===== config.mk =====
export PLATFORM = sky130hd
export DESIGN_NAME = bml_loader
export DESIGN_NICKNAME = d
export VERILOG_FILES = /design/src/core/bml_pkg.sv /design/src/core/bml_byte_if.sv /design/src/core/bml_loader.sv /design/src/core/bml_uart.sv
export SDC_FILE = /design/constraint.sdc
export NUM_CORES = 1
export LEC_CHECK = 0
export ABC_AREA = 1
export ABC_CLOCK_PERIOD_IN_PS = 1900
export BUFFER_PORTS_ARGS = -buffer_cell sky130_fd_sc_hd__buf_2
export CELL_PAD_IN_SITES_DETAIL_PLACEMENT = 1
export CELL_PAD_IN_SITES_GLOBAL_PLACEMENT = 1
export CORE_ASPECT_RATIO = 1.25
export CORE_MARGIN = 8
export CORE_UTILIZATION = 40
export DETAILED_ROUTE_END_ITERATION = 10
export PLACE_DENSITY_LB_ADDON = 0.3
export SLEW_MARGIN = 5
export SYNTH_ARGS = -nofsm -noshare
export SYNTH_HDL_FRONTEND = slang
export SYNTH_HIERARCHICAL = 1
export SYNTH_SLANG_ARGS = --single-unit

===== constraint.sdc =====
create_clock -name mclk -period 1.9 [get_ports mclk]
set_input_delay 0.38 -clock mclk [delete_from_list [all_inputs] [get_ports mclk]]
set_output_delay 0.38 -clock mclk [all_outputs]
set_load 0.1 [all_outputs]

===== src/core/bml_pkg.sv =====
// Package for the boot-mode select and firmware loader.
// Assumes a 10 MHz system clock and a UART at 115200 baud.
package bml_pkg;

  localparam int unsigned CLK_HZ    = 10_000_000;
  localparam int unsigned BAUD_RATE = 115200;
  localparam int unsigned BIT_CYC_I = CLK_HZ / BAUD_RATE;
  localparam logic [6:0]  BIT_CYC   = 7'(BIT_CYC_I - 1);
  localparam logic [6:0]  HALF_CYC  = 7'(BIT_CYC_I / 2 - 1);
  localparam logic [3:0]  LAST_BIT  = 4'h9;

  localparam int unsigned ROM_DEPTH = 512;
  localparam int unsigned ROM_AW    = 9;
  localparam int unsigned FLASH_AW  = 16;
  localparam logic [1:0]  SETTLE_N  = 2'h2;

  localparam logic [7:0] CMD_WRITE = 8'h57;
  localparam logic [7:0] CMD_READ  = 8'h52;
  localparam logic [7:0] CMD_ERASE = 8'h45;
  localparam logic [7:0] RESP_ACK  = 8'h06;
  localparam logic [7:0] RESP_NAK  = 8'h15;

  localparam logic       PE_RST    = 1'b1;
  localparam logic [7:0] BYTE_RST  = 8'h00;
  localparam logic [15:0] ADDR_RST = 16'h0000;

  typedef enum logic [2:0] {
    BML_IDLE, BML_ADDR_HI, BML_ADDR_LO, BML_DATA,
    BML_FL_REQ, BML_FL_WAIT, BML_SEND
  } bml_state_e;

endpackage


===== src/core/bml_byte_if.sv =====
// Byte carrier between the loader engine and its UART.
// Assumes both ends run on the same clock.
`timescale 1ns/1ps
interface bml_byte_if;
  logic       rx_valid;
  logic [7:0] rx_data;
  logic       tx_valid;
  logic [7:0] tx_data;
  logic       tx_ready;

  modport uart (output rx_valid, output rx_data, output tx_ready,
                input tx_valid, input tx_data);
  modport eng  (input rx_valid, input rx_data, input tx_ready,
                output tx_valid, output tx_data);
endinterface


===== src/core/bml_loader.sv =====
// Boot-mode selection, bootstrap ROM and flash loader control.
// Assumes a flash macro with a ready/strobe port and a core that
// fetches from the ROM while boot_rom_sel is high.
`timescale 1ns/1ps

// Functional notes
// - Program-enable low at reset: core runs the 512x8 ROM, flash bypassed.
// - While the ROM runs, UART commands program the flash store.
// - Blank part is programmed only via the bootstrap loader over UART.
// - Programmed part upgrades via UART loader or USB write port.
// - Loader addresses the full 64k byte flash program store.
// - Synchroniser resets program-enable high, but no pull-up is modelled; the selection latches the synchronised pin, never the reset level.
module bml_loader
  import bml_pkg::*;
#(
  parameter logic [ROM_DEPTH-1:0][7:0] BOOT_IMAGE = '0
)
(
  // Clock, reset, enable
  input  wire logic                mclk,
  input  wire logic                rst_b,
  input  wire logic                ce,
  // Boot control pin
  input  wire logic                program_enable_n,
  // UART
  input  wire logic                uart_rxd,
  output logic                     uart_txd,
  // Boot selection and ROM fetch
  output logic                     boot_valid,
  output logic                     boot_rom_sel,
  input  wire logic [ROM_AW-1:0]   rom_addr,
  output logic [7:0]               rom_data,
  // Flash program store
  input  wire logic                flash_blank,
  input  wire logic                flash_ready,
  input  wire logic [7:0]          flash_rdata,
  output logic [FLASH_AW-1:0]      flash_addr,
  output logic [7:0]               flash_wdata,
  output logic                     flash_we,
  output logic                     flash_re,
  output logic                     flash_erase,
  // USB firmware upgrade port
  input  wire logic                usb_wr_valid,
  input  wire logic [FLASH_AW-1:0] usb_wr_addr,
  input  wire logic [7:0]          usb_wr_data,
  output logic                     usb_wr_ready
);

  // One register image; pe_s1 and pe_s2 are the pin synchroniser
  typedef struct packed {
    logic                pe_s1;
    logic                pe_s2;
    logic [1:0]          settle;
    logic                armed;
    logic                boot_sel;
    bml_state_e          state;
    logic                from_usb;
    logic [7:0]          cmd;
    logic [FLASH_AW-1:0] addr;
    logic [7:0]          wdata;
    logic [7:0]          resp;
    logic                tx_valid;
    logic [FLASH_AW-1:0] fl_addr;
    logic [7:0]          fl_wdata;
    logic                fl_we;
    logic                fl_re;
    logic                fl_erase;
    logic [7:0]          rom_q;
    logic                usb_ready;
  } bml_loader_s;

  bml_loader_s st_reg;
  bml_loader_s st_next;
  bml_byte_if  ubus ();

  // Commands and replies share one fixed-rate UART; no baud setting
  bml_uart u_uart (
    .mclk  (mclk),
    .rst_b (rst_b),
    .ce    (ce),
    .rxd   (uart_rxd),
    .txd   (uart_txd),
    .bus   (ubus.uart)
  );

  always_comb begin
    st_next = st_reg;
    st_next.pe_s1    = program_enable_n;
    st_next.pe_s2    = st_reg.pe_s1;
    st_next.fl_we    = 1'b0;
    st_next.fl_re    = 1'b0;
    st_next.fl_erase = 1'b0;
    st_next.usb_ready = 1'b0;

    // Sample only once the synchroniser holds the post-release pin level
    // Two edges fill the synchroniser, the third latches the selection
    if (!st_reg.armed) begin
      if (st_reg.settle == SETTLE_N) begin
        st_next.armed    = 1'b1;
        st_next.boot_sel = ~st_reg.pe_s2;
      end else begin
        st_next.settle = st_reg.settle + 2'h1;
      end
    end

    // ROM only serves fetches in boot mode; flash is bypassed then
    st_next.rom_q = st_reg.boot_sel ? BOOT_IMAGE[rom_addr] : BYTE_RST;

    unique case (st_reg.state)
      BML_IDLE: begin
        st_next.from_usb = 1'b0;
        if (st_reg.armed && st_reg.boot_sel && ubus.rx_valid) begin
          st_next.cmd = ubus.rx_data;
          if (ubus.rx_data == CMD_WRITE || ubus.rx_data == CMD_READ) begin
            st_next.state = BML_ADDR_HI;
          end else if (ubus.rx_data == CMD_ERASE) begin
            st_next.state = BML_FL_REQ;
          end else begin
            // Unknown codes are refused so the host never waits in vain
            st_next.resp     = RESP_NAK;
            st_next.tx_valid = 1'b1;
            st_next.state    = BML_SEND;
          end
        end else if (st_reg.usb_ready && usb_wr_valid) begin
          // Only a part that already holds firmware takes USB writes
          st_next.from_usb = 1'b1;
          st_next.cmd      = CMD_WRITE;
          st_next.addr     = usb_wr_addr;
          st_next.wdata    = usb_wr_data;
          st_next.state    = BML_FL_REQ;
        end else begin
          // Registered level; it falls the cycle after a request is taken
          st_next.usb_ready = st_reg.armed && !st_reg.boot_sel
                              && !flash_blank;
        end
      end
      BML_ADDR_HI: begin
        if (ubus.rx_valid) begin
          // Address arrives high byte first
          st_next.addr[15:8] = ubus.rx_data;
          st_next.state      = BML_ADDR_LO;
        end
      end
      BML_ADDR_LO: begin
        if (ubus.rx_valid) begin
          st_next.addr[7:0] = ubus.rx_data;
          st_next.state = (st_reg.cmd == CMD_READ) ? BML_FL_REQ : BML_DATA;
        end
      end
      BML_DATA: begin
        if (ubus.rx_valid) begin
          st_next.wdata = ubus.rx_data;
          st_next.state = BML_FL_REQ;
        end
      end
      BML_FL_REQ: begin
        if (flash_ready) begin
          // Copies stand on the flash port until the next strobe
          st_next.fl_addr  = st_reg.addr;
          st_next.fl_wdata = st_reg.wdata;
          st_next.fl_we    = (st_reg.cmd == CMD_WRITE);
          st_next.fl_re    = (st_reg.cmd == CMD_READ);
          st_next.fl_erase = (st_reg.cmd == CMD_ERASE);
          st_next.state    = BML_FL_WAIT;
        end
      end
      BML_FL_WAIT: begin
        if (flash_ready) begin
          // A read answers with the flash byte, not an acknowledge
          st_next.resp = (st_reg.cmd == CMD_READ) ? flash_rdata : RESP_ACK;
          if (st_reg.from_usb) begin
            st_next.state = BML_IDLE;
          end else begin
            st_next.tx_valid = 1'b1;
            st_next.state    = BML_SEND;
          end
        end
      end
      BML_SEND: begin
        // The UART takes the byte on the edge that clears tx_valid
        if (ubus.tx_ready) begin
          st_next.tx_valid = 1'b0;
          st_next.state    = BML_IDLE;
        end
      end
      default: begin
        st_next.state = BML_IDLE;
      end
    endcase
  end

  // Synchroniser resets high, but the pin replaces that level before the selection latches, so no pull-up is modelled
  // Clock enable low freezes every field, synchroniser included
  always_ff @(posedge mclk or negedge rst_b) begin
    if (!rst_b) begin
      st_reg       <= '0;
      st_reg.pe_s1 <= PE_RST;
      st_reg.pe_s2 <= PE_RST;
      st_reg.state <= BML_IDLE;
    end else if (ce) begin
      st_reg <= st_next;
    end
  end

  // Every output is a register field, so none has a combinational path
  assign ubus.tx_valid = st_reg.tx_valid;
  assign ubus.tx_data  = st_reg.resp;
  assign boot_valid    = st_reg.armed;
  assign boot_rom_sel  = st_reg.boot_sel;
  assign rom_data      = st_reg.rom_q;
  assign flash_addr    = st_reg.fl_addr;
  assign flash_wdata   = st_reg.fl_wdata;
  assign flash_we      = st_reg.fl_we;
  assign flash_re      = st_reg.fl_re;
  assign flash_erase   = st_reg.fl_erase;
  assign usb_wr_ready  = st_reg.usb_ready;

endmodule


===== src/core/bml_uart.sv =====
// 8N1 UART for the bootstrap loader, fixed rate.
// Assumes rxd already synchronous to mclk.
`timescale 1ns/1ps
module bml_uart
  import bml_pkg::*;
(
  // Clock and reset
  input  wire logic mclk,
  input  wire logic rst_b,
  input  wire logic ce,
  // Line
  input  wire logic rxd,
  output logic      txd,
  // Byte side
  bml_byte_if.uart  bus
);

  typedef struct packed {
    logic       rx_busy;
    logic [6:0] rx_cnt;
    logic [3:0] rx_bit;
    logic [7:0] rx_sh;
    logic       rx_valid;
    logic [7:0] rx_data;
    logic       tx_busy;
    logic [6:0] tx_cnt;
    logic [3:0] tx_bit;
    logic [9:0] tx_sh;
    logic       txd;
    logic       tx_ready;
  } bml_uart_s;

  bml_uart_s st_reg;
  bml_uart_s st_next;

  always_comb begin
    st_next = st_reg;
    st_next.rx_valid = 1'b0;
    if (!st_reg.rx_busy) begin
      if (!rxd) begin
        st_next.rx_busy = 1'b1;
        st_next.rx_cnt  = HALF_CYC;
        st_next.rx_bit  = 4'h0;
      end
    end else if (st_reg.rx_cnt != 7'h00) begin
      st_next.rx_cnt = st_reg.rx_cnt - 7'h01;
    end else begin
      st_next.rx_cnt = BIT_CYC;
      st_next.rx_bit = st_reg.rx_bit + 4'h1;
      if (st_reg.rx_bit == 4'h0) begin
        // A glitch shorter than half a bit is not a start bit
        st_next.rx_busy = ~rxd;
      end else if (st_reg.rx_bit == LAST_BIT) begin
        st_next.rx_busy  = 1'b0;
        st_next.rx_valid = rxd;
        st_next.rx_data  = st_reg.rx_sh;
      end else begin
        st_next.rx_sh = {rxd, st_reg.rx_sh[7:1]};
      end
    end

    if (!st_reg.tx_busy) begin
      if (bus.tx_valid && st_reg.tx_ready) begin
        st_next.tx_busy  = 1'b1;
        st_next.tx_ready = 1'b0;
        st_next.tx_sh    = {1'b1, bus.tx_data, 1'b0};
        st_next.tx_cnt   = BIT_CYC;
        st_next.tx_bit   = 4'h0;
        st_next.txd      = 1'b0;
      end
    end else if (st_reg.tx_cnt != 7'h00) begin
      st_next.tx_cnt = st_reg.tx_cnt - 7'h01;
    end else if (st_reg.tx_bit == LAST_BIT) begin
      st_next.tx_busy  = 1'b0;
      st_next.tx_ready = 1'b1;
      st_next.txd      = 1'b1;
    end else begin
      st_next.tx_cnt = BIT_CYC;
      st_next.tx_bit = st_reg.tx_bit + 4'h1;
      st_next.tx_sh  = {1'b1, st_reg.tx_sh[9:1]};
      st_next.txd    = st_reg.tx_sh[1];
    end
  end

  always_ff @(posedge mclk or negedge rst_b) begin
    if (!rst_b) begin
      st_reg          <= '0;
      st_reg.txd      <= 1'b1;
      st_reg.tx_ready <= 1'b1;
    end else if (ce) begin
      st_reg <= st_next;
    end
  end

  assign txd          = st_reg.txd;
  assign bus.rx_valid = st_reg.rx_valid;
  assign bus.rx_data  = st_reg.rx_data;
  assign bus.tx_ready = st_reg.tx_ready;

endmodule


==> reports/metrics.yaml, run 1 <==
status: "completed"
synth_cells: 814
yosysWarnings: 6
ys_ff_latch: 131
clk_latency_ns: 0.42
p_leak_nw: 4.03
antenna_cells: 0
io_buffers: 70
synthXorXnorAreaFrac_pct: 0.874
end_kind: "output pin"
htreeDepth: 4
synthMuxAreaShare_pct: 3.85
largest_reg_flops: 41
dieArea_um2: 22100
place_area_um2: 7450
nNetsFinal: 932
post_drt_wl_per_cell_um: 15.5
grt_max_degree: 59
cts_buffer_depth: 2
cts_made_buffers: 17
slowest_delay_ns: 0.53
synth_compound_area_share_pct: 12.1
syn_to_final_growth_pct: 14.6
cp_slowest_cell: "dfstp_2"
ys_types: 42
synth_top_family_by_area: "simple AND/OR/NAND/NOR gates"
hold_class: "in -> reg"
rows: 54
fp.coreArea_um2: 17300
antenna_found_initial: 0
dp_slack_ns: 0.102
yosys.area_share.simple_pct: 24.5
root_buffer: "clkbuf_16"
period_needed_ns: 1.74
setup_viol: 0
max_freq_ghz: 0.574
gp_congestion: 0.859
finalCritPeriodShare_pct: 91.6
grt_setup_unrepaired: "no"
wirelength_um: 17200
die_y_um: 164
first_global_vias: 5889
maxCapViolCount: 0
route.vias.total: 5483
drt_iter0_drc: 231
path_class: "reg -> out"
synth.avg_cell_area_um2: 8.62
cp.arrival_ns: 1.36
postRouteAntennaNets: 0
async_flop_share_pct: 100
numPlacedInstances: 1077
stdcell_count: 1111
final_area_um2: 8040
path_buf_inv: 1
start_kind: "flop"
setup_ws_ns: 0.159
whs_ns: 0.159
grt_pass1_wl_um: 29100
crit_fanout: 2
synth_edf_count: 0
overflow: 0
clock_sinks: 131
gr-usage-all-layers_pct: 16.5
dieWidth_um: 134
cp.required_ns: 1.52
setup_tns_ns: 0
vias_per_cell: 4.94
worstPathCellList: "buf_2"
hold_viol: 0
dp_hpwl_um: 12400
drive_gt1_share_pct: 26.2
crit_family: "flip-flops"
dr.pass1.iters: 4
netlist_area_um2: 7010
start_util_pct: 40.5
ioPinCount: 88
power_density_nw_per_um2: 1440
clkTransAtPathRegs_ns: 0.05
synthAdderAreaFrac_pct: 1.61
ir_worst_vdd_mv: 0.595
ys.flop_type: "dfrtp_1"
drcViolationCount: 0
synth-seq-area-share_pct: 46.8
skew_ns: 0.00758
drv_slew: 0
cts_tree: "done"
Yosys cell counts (4+ instances only):
library cell  count  area share [%]
nand2_1         227              12
dfrtp_1         127              45
nor2_1           66             3.5
inv_1            58             3.1
o21ai_0          45             3.2
buf_4            42             4.5
nand3_1          40             2.9
o21ai_2          35             4.4
a31oi_1          24             2.1
mux2_2           24             3.9
inv_2            11            0.59
ha_1              9             1.6
nand3_2           9             1.3
a21oi_1           8            0.57
clkbuf_1          8            0.43
nand4_1           8            0.71
buf_6             7             1.1
o21a_1            7            0.75
xor2_1            7            0.87
nor2_4            5            0.80
o21ai_1           5            0.36
buf_2             4            0.29
dfstp_2           4             1.5
nand2_2           4            0.36
nand3b_1          4            0.43
layout make-up:
type                            count  area [µm²]
Inverter                           71         269
Multi-Input combinational cell    558        3050
Tap cell                          224         280
Clock inverter                      6        80.1
Timing Repair Buffer               95         584
Fill cell                        2118        9260
Sequential cell                   131        3290
Clock buffer                       26         489
per-layer routing:
layer | share of wire [%] | wire length, µm | GRT usage [%]
met3 | 2.9 | 505 | 4.07
met4 | 2.2 | 378 | 6.70
met5 | 0 | 0 | 0
met2 | 53 | 9060 | 29.1
met1 | 42 | 7270 | 18.7
path summary, 6_finish.rpt:
kind,start,end,slack [ns],cells past startpoint
min reg2reg,st_reg[85]$_DFFE_PN1P_,st_reg[85]$_DFFE_PN1P_,0.47,2
max reg2reg,st_reg[79]$_DFFE_PN0P_,st_reg[72]$_DFFE_PN0P_,0.18,7
min,program_enable_n,st_next[85]$_DFFE_PN1P_,0.16,3
min in group asynchronous,rst_b,u_uart/st_reg[45]$_DFFE_PN0P_,0.41,2
max,u_uart/txd$_DFFE_PN1P_,uart_txd,0.16,1
max in group asynchronous,rst_b,st_reg[68]$_DFFE_PN0P_,0.85,3
worst reg2reg max path, stage by stage (launching register included):
cell,delay [ns]
dfrtp_1,0.52
nor2_8,0.23
nand2_4,0.10
inv_2,0.10
nand2_4,0.08
a21oi_4,0.35
nand3_1,0.17
o21ai_0,0.10
timing repair:
item	4_1_cts	5_1_grt
hold buffers	1	0
resized for setup	0	1
endpoints found under the setup margin	0	10
endpoints found under the hold margin	27	0
buffers inserted	0	0
logic make-up (layout without fill, tap and decap cells):
group / after synthesis / after routing
xor+xnor: 7 / 7
compound gates: 128 / 128
buf+inv: 133 / 198
flops: 131 / 131
simple gates: 381 / 382
other cells: 1 / 8
fa+ha+maj: 9 / 9
mux: 24 / 24
power breakdown:
group / internal [mW] / switching [mW]
combinational: 1.16 / 3.16
clock: 2.03 / 1.16
sequential: 3.53 / 0.527
total: 6.71 / 4.85
through the flow:
stage	power [mW]	util (%)
6_report	11.6	46.5
3_5_place_dp	8.46	43.1
2_1_floorplan	7.85	-
5_1_grt	12.3	46.5
4_1_cts	11.7	46.4
3_3_place_gp	8.35	43.1
layout by cell type, fill, tap and decap left out, types with 4 or more instances in the layout:
cell type	instances
nand2_1	226
ha_1	9
conb_1	8
nand3b_1	4
nand4_1	8
mux2_2	24
inv_2	11
nand3_2	9
nor2_1	66
nor2_2	4
o21ai_1	5
a31oi_1	24
nor2_4	5
a21oi_1	8
dfstp_2	4
clkinv_2	4
inv_1	58
o21ai_2	35
clkbuf_1	6
o21ai_0	45
dfrtp_1	124
nand3_1	40
buf_4	21
clkbuf_16	17
o21a_1	7
buf_2	69
nand2_2	5
xor2_1	7
No activity file was read; power rests on OpenSTA's default activity.
==> inputs of run 2 (changes only) <==
==> constraint.sdc (replaced) <==
create_clock -name mclk -period 1.9 [get_ports mclk]
set_input_delay 0.38 -clock mclk [delete_from_list [all_inputs] [get_ports mclk]]
set_output_delay 0.38 -clock mclk [all_outputs]
set_load 0.05 [all_outputs]
==> run 2 against run 1 <==
Critical path depth is 6 higher. Die area is the same. Via count is 0.13% lower. Core utilization up 0.43 points. Highest routed layer unchanged.
==> reports/metrics.yaml, run 2 (synthesized netlist as in run 1, its figures left out) <==
status: "completed"  # unchanged
nNetsFinal: 931  # was 932
setup_tns_ns: 0  # unchanged
whs_ns: 0.168  # was 0.159 ns
finalCritPeriodShare_pct: 91.2  # was 91.6%
min_to: "st_next[85]$_DFFE_PN1P_"  # unchanged
seq_power_share_pct: 36.1  # was 35.1%
dr.pass1.iters: 4  # unchanged
skew_ns: 0.00658  # was 0.00758 ns
worstReg2RegEnd: "st_reg[72]$_DFFE_PN0P_"  # unchanged
dieArea_um2: 22100  # unchanged
io_buffers: 70  # unchanged
hold_viol: 0  # unchanged
cts_made_buffers: 17  # unchanged
rows: 54  # unchanged
wirelength_um: 17200  # about the same
first_global_vias: 5978  # was 5889
max_freq_ghz: 0.577  # was 0.574 GHz
grt_max_degree: 63  # was 59
setup_viol: 0  # unchanged
holdPathStages: 3  # unchanged
clkTransAtPathRegs_ns: 0.05  # about the same
route.vias.total: 5476  # was 5483
gp_congestion: 0.821  # was 0.859
grt_pass1_wl_um: 29100  # about the same
hold_start: "program_enable_n"  # unchanged
end_kind: "flop"  # was output pin
regToRegStartpoint: "st_reg[78]$_DFFE_PN0P_"  # was st_reg[79]$_DFFE_PN0P_
p_leak_nw: 4.05  # was 4.03 nW
vias_per_cell: 4.93  # was 4.94
cts_tree: "done"  # unchanged
fp.coreArea_um2: 17300  # unchanged
drv_slew: 0  # unchanged
dp_hpwl_um: 12300  # was 12400 µm
start_kind: "flop"  # unchanged
power_density_nw_per_um2: 1380  # was 1440 nW/µm²
cp.required_ns: 2.23  # was 1.52 ns
drive_gt1_share_pct: 26.1  # was 26.2%
die_y_um: 164  # unchanged
largest_reg_flops: 41  # unchanged
switching_share_pct: 37.1  # was 42.0%
overflow: 0  # unchanged
clk_latency_ns: 0.42  # about the same
layout_commonest_cell: "nand2_1"  # unchanged
switchingPower_mw: 4.15  # was 4.85 mW
period_needed_ns: 1.73  # was 1.74 ns
clock_sinks: 131  # unchanged
power_frac_comb_pct: 32.3  # was 37.4%
r2r_setup_slack_ns: 0.17  # was 0.18 ns
post_cts_buffers: 0  # unchanged
cts_buffer_depth: 2  # unchanged
antenna_cells: 0  # unchanged
cp.arrival_ns: 2.06  # was 1.36 ns
ir_worst_vdd_mv: 0.663  # was 0.595 mV
dieWidth_um: 134  # unchanged
postRouteAntennaNets: 0  # unchanged
internal-power_mw: 7.02  # was 6.71 mW
htreeDepth: 4  # unchanged
gr-usage-all-layers_pct: 16.5  # about the same
ff2ff_path_depth: 7  # unchanged
post_drt_wl_per_cell_um: 15.5  # about the same
drt_iter0_drc: 236  # was 231
grt_setup_unrepaired: "no"  # unchanged
ioPinCount: 88  # unchanged
maxCapViolCount: 0  # unchanged
final_cell_mix: "nand2_1 (227), dfrtp_1 (127), buf_2 (69), nor2_1 (66), inv_1 (58)"  # was nand2_1 (226), dfrtp_1 (124), buf_2 (69), nor2_1 (66), inv_1 (58)
path_class: "reg -> reg"  # was reg -> out
drcViolationCount: 0  # unchanged
power_frac_clock_pct: 31.6  # was 27.6%
syn_to_final_growth_pct: 15.7  # was 14.6%
root_buffer: "clkbuf_16"  # unchanged
crit_fanout: 15  # was 2
start_util_pct: 40.5  # unchanged
hold_class: "in -> reg"  # unchanged
antenna_found_initial: 0  # unchanged
[run 2: cell count changes in the layout (fill, tap and decap cells not counted), moves of 2 or more]
cell / change
nand2_2: -2
clkbuf_1: -4
dfrtp_2: -3
bufinv_16: +2
dfrtp_1: +3
clkinvlp_4: +2
[run 2: area by class of cell]
type,count,area [µm²]
fill,2140,9190
sequential,131,3280
multi-input combinational,558,3060
timing repair buffer,94,577
clock buffer,23,488
tap,224,280
inverter,71,272
clock inverter,9,150
[run 2: power groups by stage]
stage                     registers, mW  logic, mW  clock network (mW)
final                              4.03       3.61                3.53
after global routing               4.14       4.05                3.73
after CTS                          4.04       3.66                3.62
after detailed placement           4.08       3.63                   0
after global placement             4.05       3.54                   0
after floorplan                    3.93       3.16                   0
[run 2: repair_timing]
action                                  in CTS  in global routing
hold endpoints to repair                    18                  0
resized for setup                            0                  6
endpoints found under the setup margin       0                 13
hold buffers                                 1                  0
[run 2: layer usage]
layer / global-route usage [%] / vias up / wire length, µm
met2: 29.8 / 56 / 9220
li1: - / 2717 / -
met1: 18.5 / 2682 / 7240
met4: 5.83 / 0 / 315
met5: 0 / - / 0
met3: 4.01 / 21 / 469
[run 2: how the worst max path moves through the flow]
stage                                 startpoint                                end  slack, ns  depth (start not counted)
2_1_floorplan           boot_rom_sel$_DFFE_PN0P_        ubus.tx_data[1]$_DFFE_PN0P_       0.22                          7
3_5_place_dp       u_uart/st_reg[45]$_DFFE_PN0P_  u_uart/bus.rx_data[2]$_DFFE_PN0P_       0.17                         10
5_1_grt        u_uart/bus.rx_data[7]$_DFFE_PN0P_        ubus.tx_data[6]$_DFFE_PN0P_       0.02                          9
4_1_cts            u_uart/st_reg[45]$_DFFE_PN0P_  u_uart/bus.rx_data[2]$_DFFE_PN0P_       0.11                         10
3_3_place_gp              st_reg[79]$_DFFE_PN0P_             st_reg[74]$_DFFE_PN0P_       0.18                          7
6_report                  st_reg[78]$_DFFE_PN0P_             st_reg[72]$_DFFE_PN0P_       0.17                          7
[run 2: worst max-delay path, cell delays in order (launching register included)]
cell and delay, ns:
dfrtp_1 0.54, nor2_8 0.22, nand2_4 0.10, nor2_4 0.14, inv_2 0.07, a21oi_4 0.31, nand3_1 0.15, o21ai_0 0.11
[run 2: through the flow]
| stage | power (mW) | std cells | area (µm²) | setup WS [ns] | utilization [%] |
|---|---|---|---|---|---|
| after floorplan | 7.09 | 821 | 7040 | 0.221 | - |
| after global placement | 7.59 | 1076 | 7440 | 0.180 | 43.0 |
| after detailed placement | 7.71 | 1076 | 7440 | 0.169 | 43.0 |
| after CTS | 11.3 | 1109 | 8090 | 0.106 | 46.7 |
| after global routing | 11.9 | 1110 | 8110 | 0.0202 | 46.9 |
| final | 11.2 | 1110 | 8110 | 0.168 | 46.9 |
==> inputs of run 3 (changes only) <==
--- a/config.mk
+++ b/config.mk
@@ -12,10 +12,10 @@
 export CELL_PAD_IN_SITES_GLOBAL_PLACEMENT = 1
 export CORE_ASPECT_RATIO = 1.25
 export CORE_MARGIN = 8
-export CORE_UTILIZATION = 40
+export CORE_UTILIZATION = 30
 export DETAILED_ROUTE_END_ITERATION = 10
 export PLACE_DENSITY_LB_ADDON = 0.3
-export SLEW_MARGIN = 5
+export SLEW_MARGIN = 15
 export SYNTH_ARGS = -nofsm -noshare
 export SYNTH_HDL_FRONTEND = slang
 export SYNTH_HIERARCHICAL = 1
==> constraint.sdc (replaced) <==
create_clock -name mclk -period 1.9 [get_ports mclk]
set_input_delay 0.38 -clock mclk [delete_from_list [all_inputs] [get_ports mclk]]
set_output_delay 0.38 -clock mclk [all_outputs]
set_load 0.005 [all_outputs]
==> run 3 against run 2 <==
Die area rose by 29%. Clock skew grew 0.0023 ns. Core utilization is 11 points lower. Setup slack improved by 0.010 ns. Sequential share of layout area down 0.78 points. Non-clock buffer count rose by 7. First-iteration DRC count is 6.4% lower. Cell area up 2.0%. Wire length up 4.0%. Register-to-register slack is essentially flat. Cell count is 6.4% higher. Critical endpoint unchanged. Critical path type unchanged.
==> reports/metrics.yaml, run 3 (synthesized netlist as in run 1, its figures left out) <==
seq_power_share_pct: 37.5  # was 36.1%
dieWidth_um: 153  # was 134 µm
drive_gt1_share_pct: 27.0  # was 26.1%
gp_congestion: 0.763  # was 0.821
die_y_um: 187  # was 164 µm
final_cell_mix: "nand2_1 (226), dfrtp_1 (127), buf_2 (69), nor2_1 (66), inv_1 (58)"  # was nand2_1 (227), dfrtp_1 (127), buf_2 (69), nor2_1 (66), inv_1 (58)
ff2ff_path_depth: 7  # unchanged
worstReg2RegEnd: "st_reg[72]$_DFFE_PN0P_"  # unchanged
cts_made_buffers: 17  # unchanged
power_frac_clock_pct: 35.2  # was 31.6%
place_area_um2: 7570  # was 7440 µm²
dieArea_um2: 28600  # was 22100 µm²
max_freq_ghz: 0.581  # was 0.577 GHz
fin_util_pct: 36.0  # was 46.9%
status: "completed"  # unchanged
nNetsFinal: 938  # was 931
largest_reg_flops: 41  # unchanged
drcViolationCount: 0  # unchanged
holdPathStages: 3  # unchanged
postRouteAntennaNets: 0  # unchanged
switchingPower_mw: 3.53  # was 4.15 mW
clock_sinks: 131  # unchanged
setup_viol: 0  # unchanged
dr.pass1.iters: 4  # unchanged
start_kind: "flop"  # unchanged
cp.arrival_ns: 2.05  # was 2.06 ns
switching_share_pct: 32.8  # was 37.1%
skew_ns: 0.00890  # was 0.00658 ns
finalCritPeriodShare_pct: 90.6  # was 91.2%
cp.required_ns: 2.23  # about the same
clk_latency_ns: 0.42  # about the same
power_density_nw_per_um2: 1300  # was 1380 nW/µm²
startpoint: "st_reg[79]$_DFFE_PN0P_"  # was st_reg[78]$_DFFE_PN0P_
route.vias.total: 5504  # was 5476
syn_to_final_growth_pct: 17.9  # was 15.7%
antenna_cells: 0  # unchanged
root_buffer: "clkbuf_16"  # unchanged
gr-usage-all-layers_pct: 13.1  # was 16.5%
drt_iter0_drc: 221  # was 236
htreeDepth: 4  # unchanged
antenna_found_initial: 0  # unchanged
wirelength_um: 17900  # was 17200 µm
maxCapViolCount: 0  # unchanged
setup_tns_ns: 0  # unchanged
path_class: "reg -> reg"  # unchanged
grt_pass1_wl_um: 30200  # was 29100 µm
r2r_setup_slack_ns: 0.18  # was 0.17 ns
grt_max_degree: 49  # was 63
start_util_pct: 30.5  # was 40.5%
clkTransAtPathRegs_ns: 0.06  # was 0.05 ns
hold_class: "in -> reg"  # unchanged
setup_ws_ns: 0.178  # was 0.168 ns
rows: 62  # was 54
vias_per_cell: 4.66  # was 4.93
overflow: 0  # unchanged
endpoint: "st_reg[72]$_DFFE_PN0P_"  # unchanged
fp.coreArea_um2: 23000  # was 17300 µm²
io_buffers: 70  # unchanged
cts_buffer_depth: 2  # unchanged
dp_slack_ns: 0.171  # was 0.169 ns
end_kind: "flop"  # unchanged
power_frac_comb_pct: 27.3  # was 32.3%
regToRegStartpoint: "st_reg[79]$_DFFE_PN0P_"  # was st_reg[78]$_DFFE_PN0P_
ir_worst_vdd_mv: 0.676  # was 0.663 mV
cts_tree: "done"  # unchanged
ioPinCount: 88  # unchanged
layout_commonest_cell: "nand2_1"  # unchanged
drv_slew: 0  # unchanged
hold_viol: 0  # unchanged
p_leak_nw: 4.10  # was 4.05 nW
period_needed_ns: 1.72  # was 1.73 ns
first_global_vias: 5906  # was 5978
final_area_um2: 8270  # was 8110 µm²
dp_hpwl_um: 13100  # was 12300 µm
crit_fanout: 15  # unchanged
internal-power_mw: 7.24  # was 7.02 mW
grt_setup_unrepaired: "no"  # unchanged
post_drt_wl_per_cell_um: 15.2  # was 15.5 µm
[run 3: cell count changes in the layout (fill, tap and decap cells not counted), moves of 2 or more]
cell        before  now
clkbuf_8         4    2
clkbuf_1         2    0
nand2_2          3    5
buf_4           20   27
bufinv_16        4    6
clkinvlp_4       2    4
[run 3: final cells by class]
cell class	count	area, µm²
Sequential cell	131	3280
Fill cell	2715	14700
Clock inverter	13	229
Timing Repair Buffer	101	629
Clock buffer	19	453
Inverter	71	269
Tap cell	288	360
Multi-Input combinational cell	558	3050
[run 3: what timing repair did]
item | 4_1_cts | 5_1_grt
gates resized for setup | 0 | 1
endpoints found under the hold margin | 39 | 0
hold buffers | 1 | 0
endpoints found under the setup margin | 0 | 3
buffers inserted | 0 | 0
[run 3: power by group through the flow]
stage          Combinational (mW)  Sequential [mW]  Clock (mW)
4_1_cts                      3.01             4.05        3.88
3_5_place_dp                 2.98             4.10           0
6_report                     2.94             4.04        3.79
5_1_grt                      3.38             4.14        3.98
3_3_place_gp                 2.91             4.07           0
2_1_floorplan                2.48             3.90           0
[run 3: worst min-delay path by stage]
stage	end	from	slack [ns]
2_1_floorplan	boot_rom_sel$_DFFE_PN0P_	rst_b	0.08
3_3_place_gp	u_uart/st_reg[7]$_DFFE_PN0P_	rst_b	0.36
3_5_place_dp	u_uart/st_reg[12]$_DFFE_PN0P_	rst_b	0.36
4_1_cts	st_next[85]$_DFFE_PN1P_	program_enable_n	0.15
5_1_grt	st_next[85]$_DFFE_PN1P_	program_enable_n	0.15
6_report	st_next[85]$_DFFE_PN1P_	program_enable_n	0.17
[run 3: per-layer routing]
| metal | part of all wire [%] | vias to the layer above | track usage, % |
|---|---|---|---|
| met3 | 1.8 | 23 | 2.50 |
| met4 | 1.9 | 0 | 5.00 |
| met2 | 53 | 55 | 24.3 |
| met5 | 0 | - | 0 |
| li1 | - | 2742 | - |
| met1 | 43 | 2684 | 14.4 |
[run 3: critical path: stages, from the launching register on]
cell and delay (ns):
dfrtp_1 0.52, nor2_8 0.23, nand2_4 0.10, nor2_4 0.15, inv_2 0.07, a21oi_4 0.32
nand3_1 0.16, o21ai_0 0.11
[run 3: stage by stage]
step,hold slack [ns],power [mW],std cells
floorplan,0.0844,6.39,821
global placement,0.359,6.98,1147
detailed placement,0.363,7.08,1147
CTS,0.150,10.9,1180
global route,0.151,11.5,1181
finish,0.166,10.8,1181
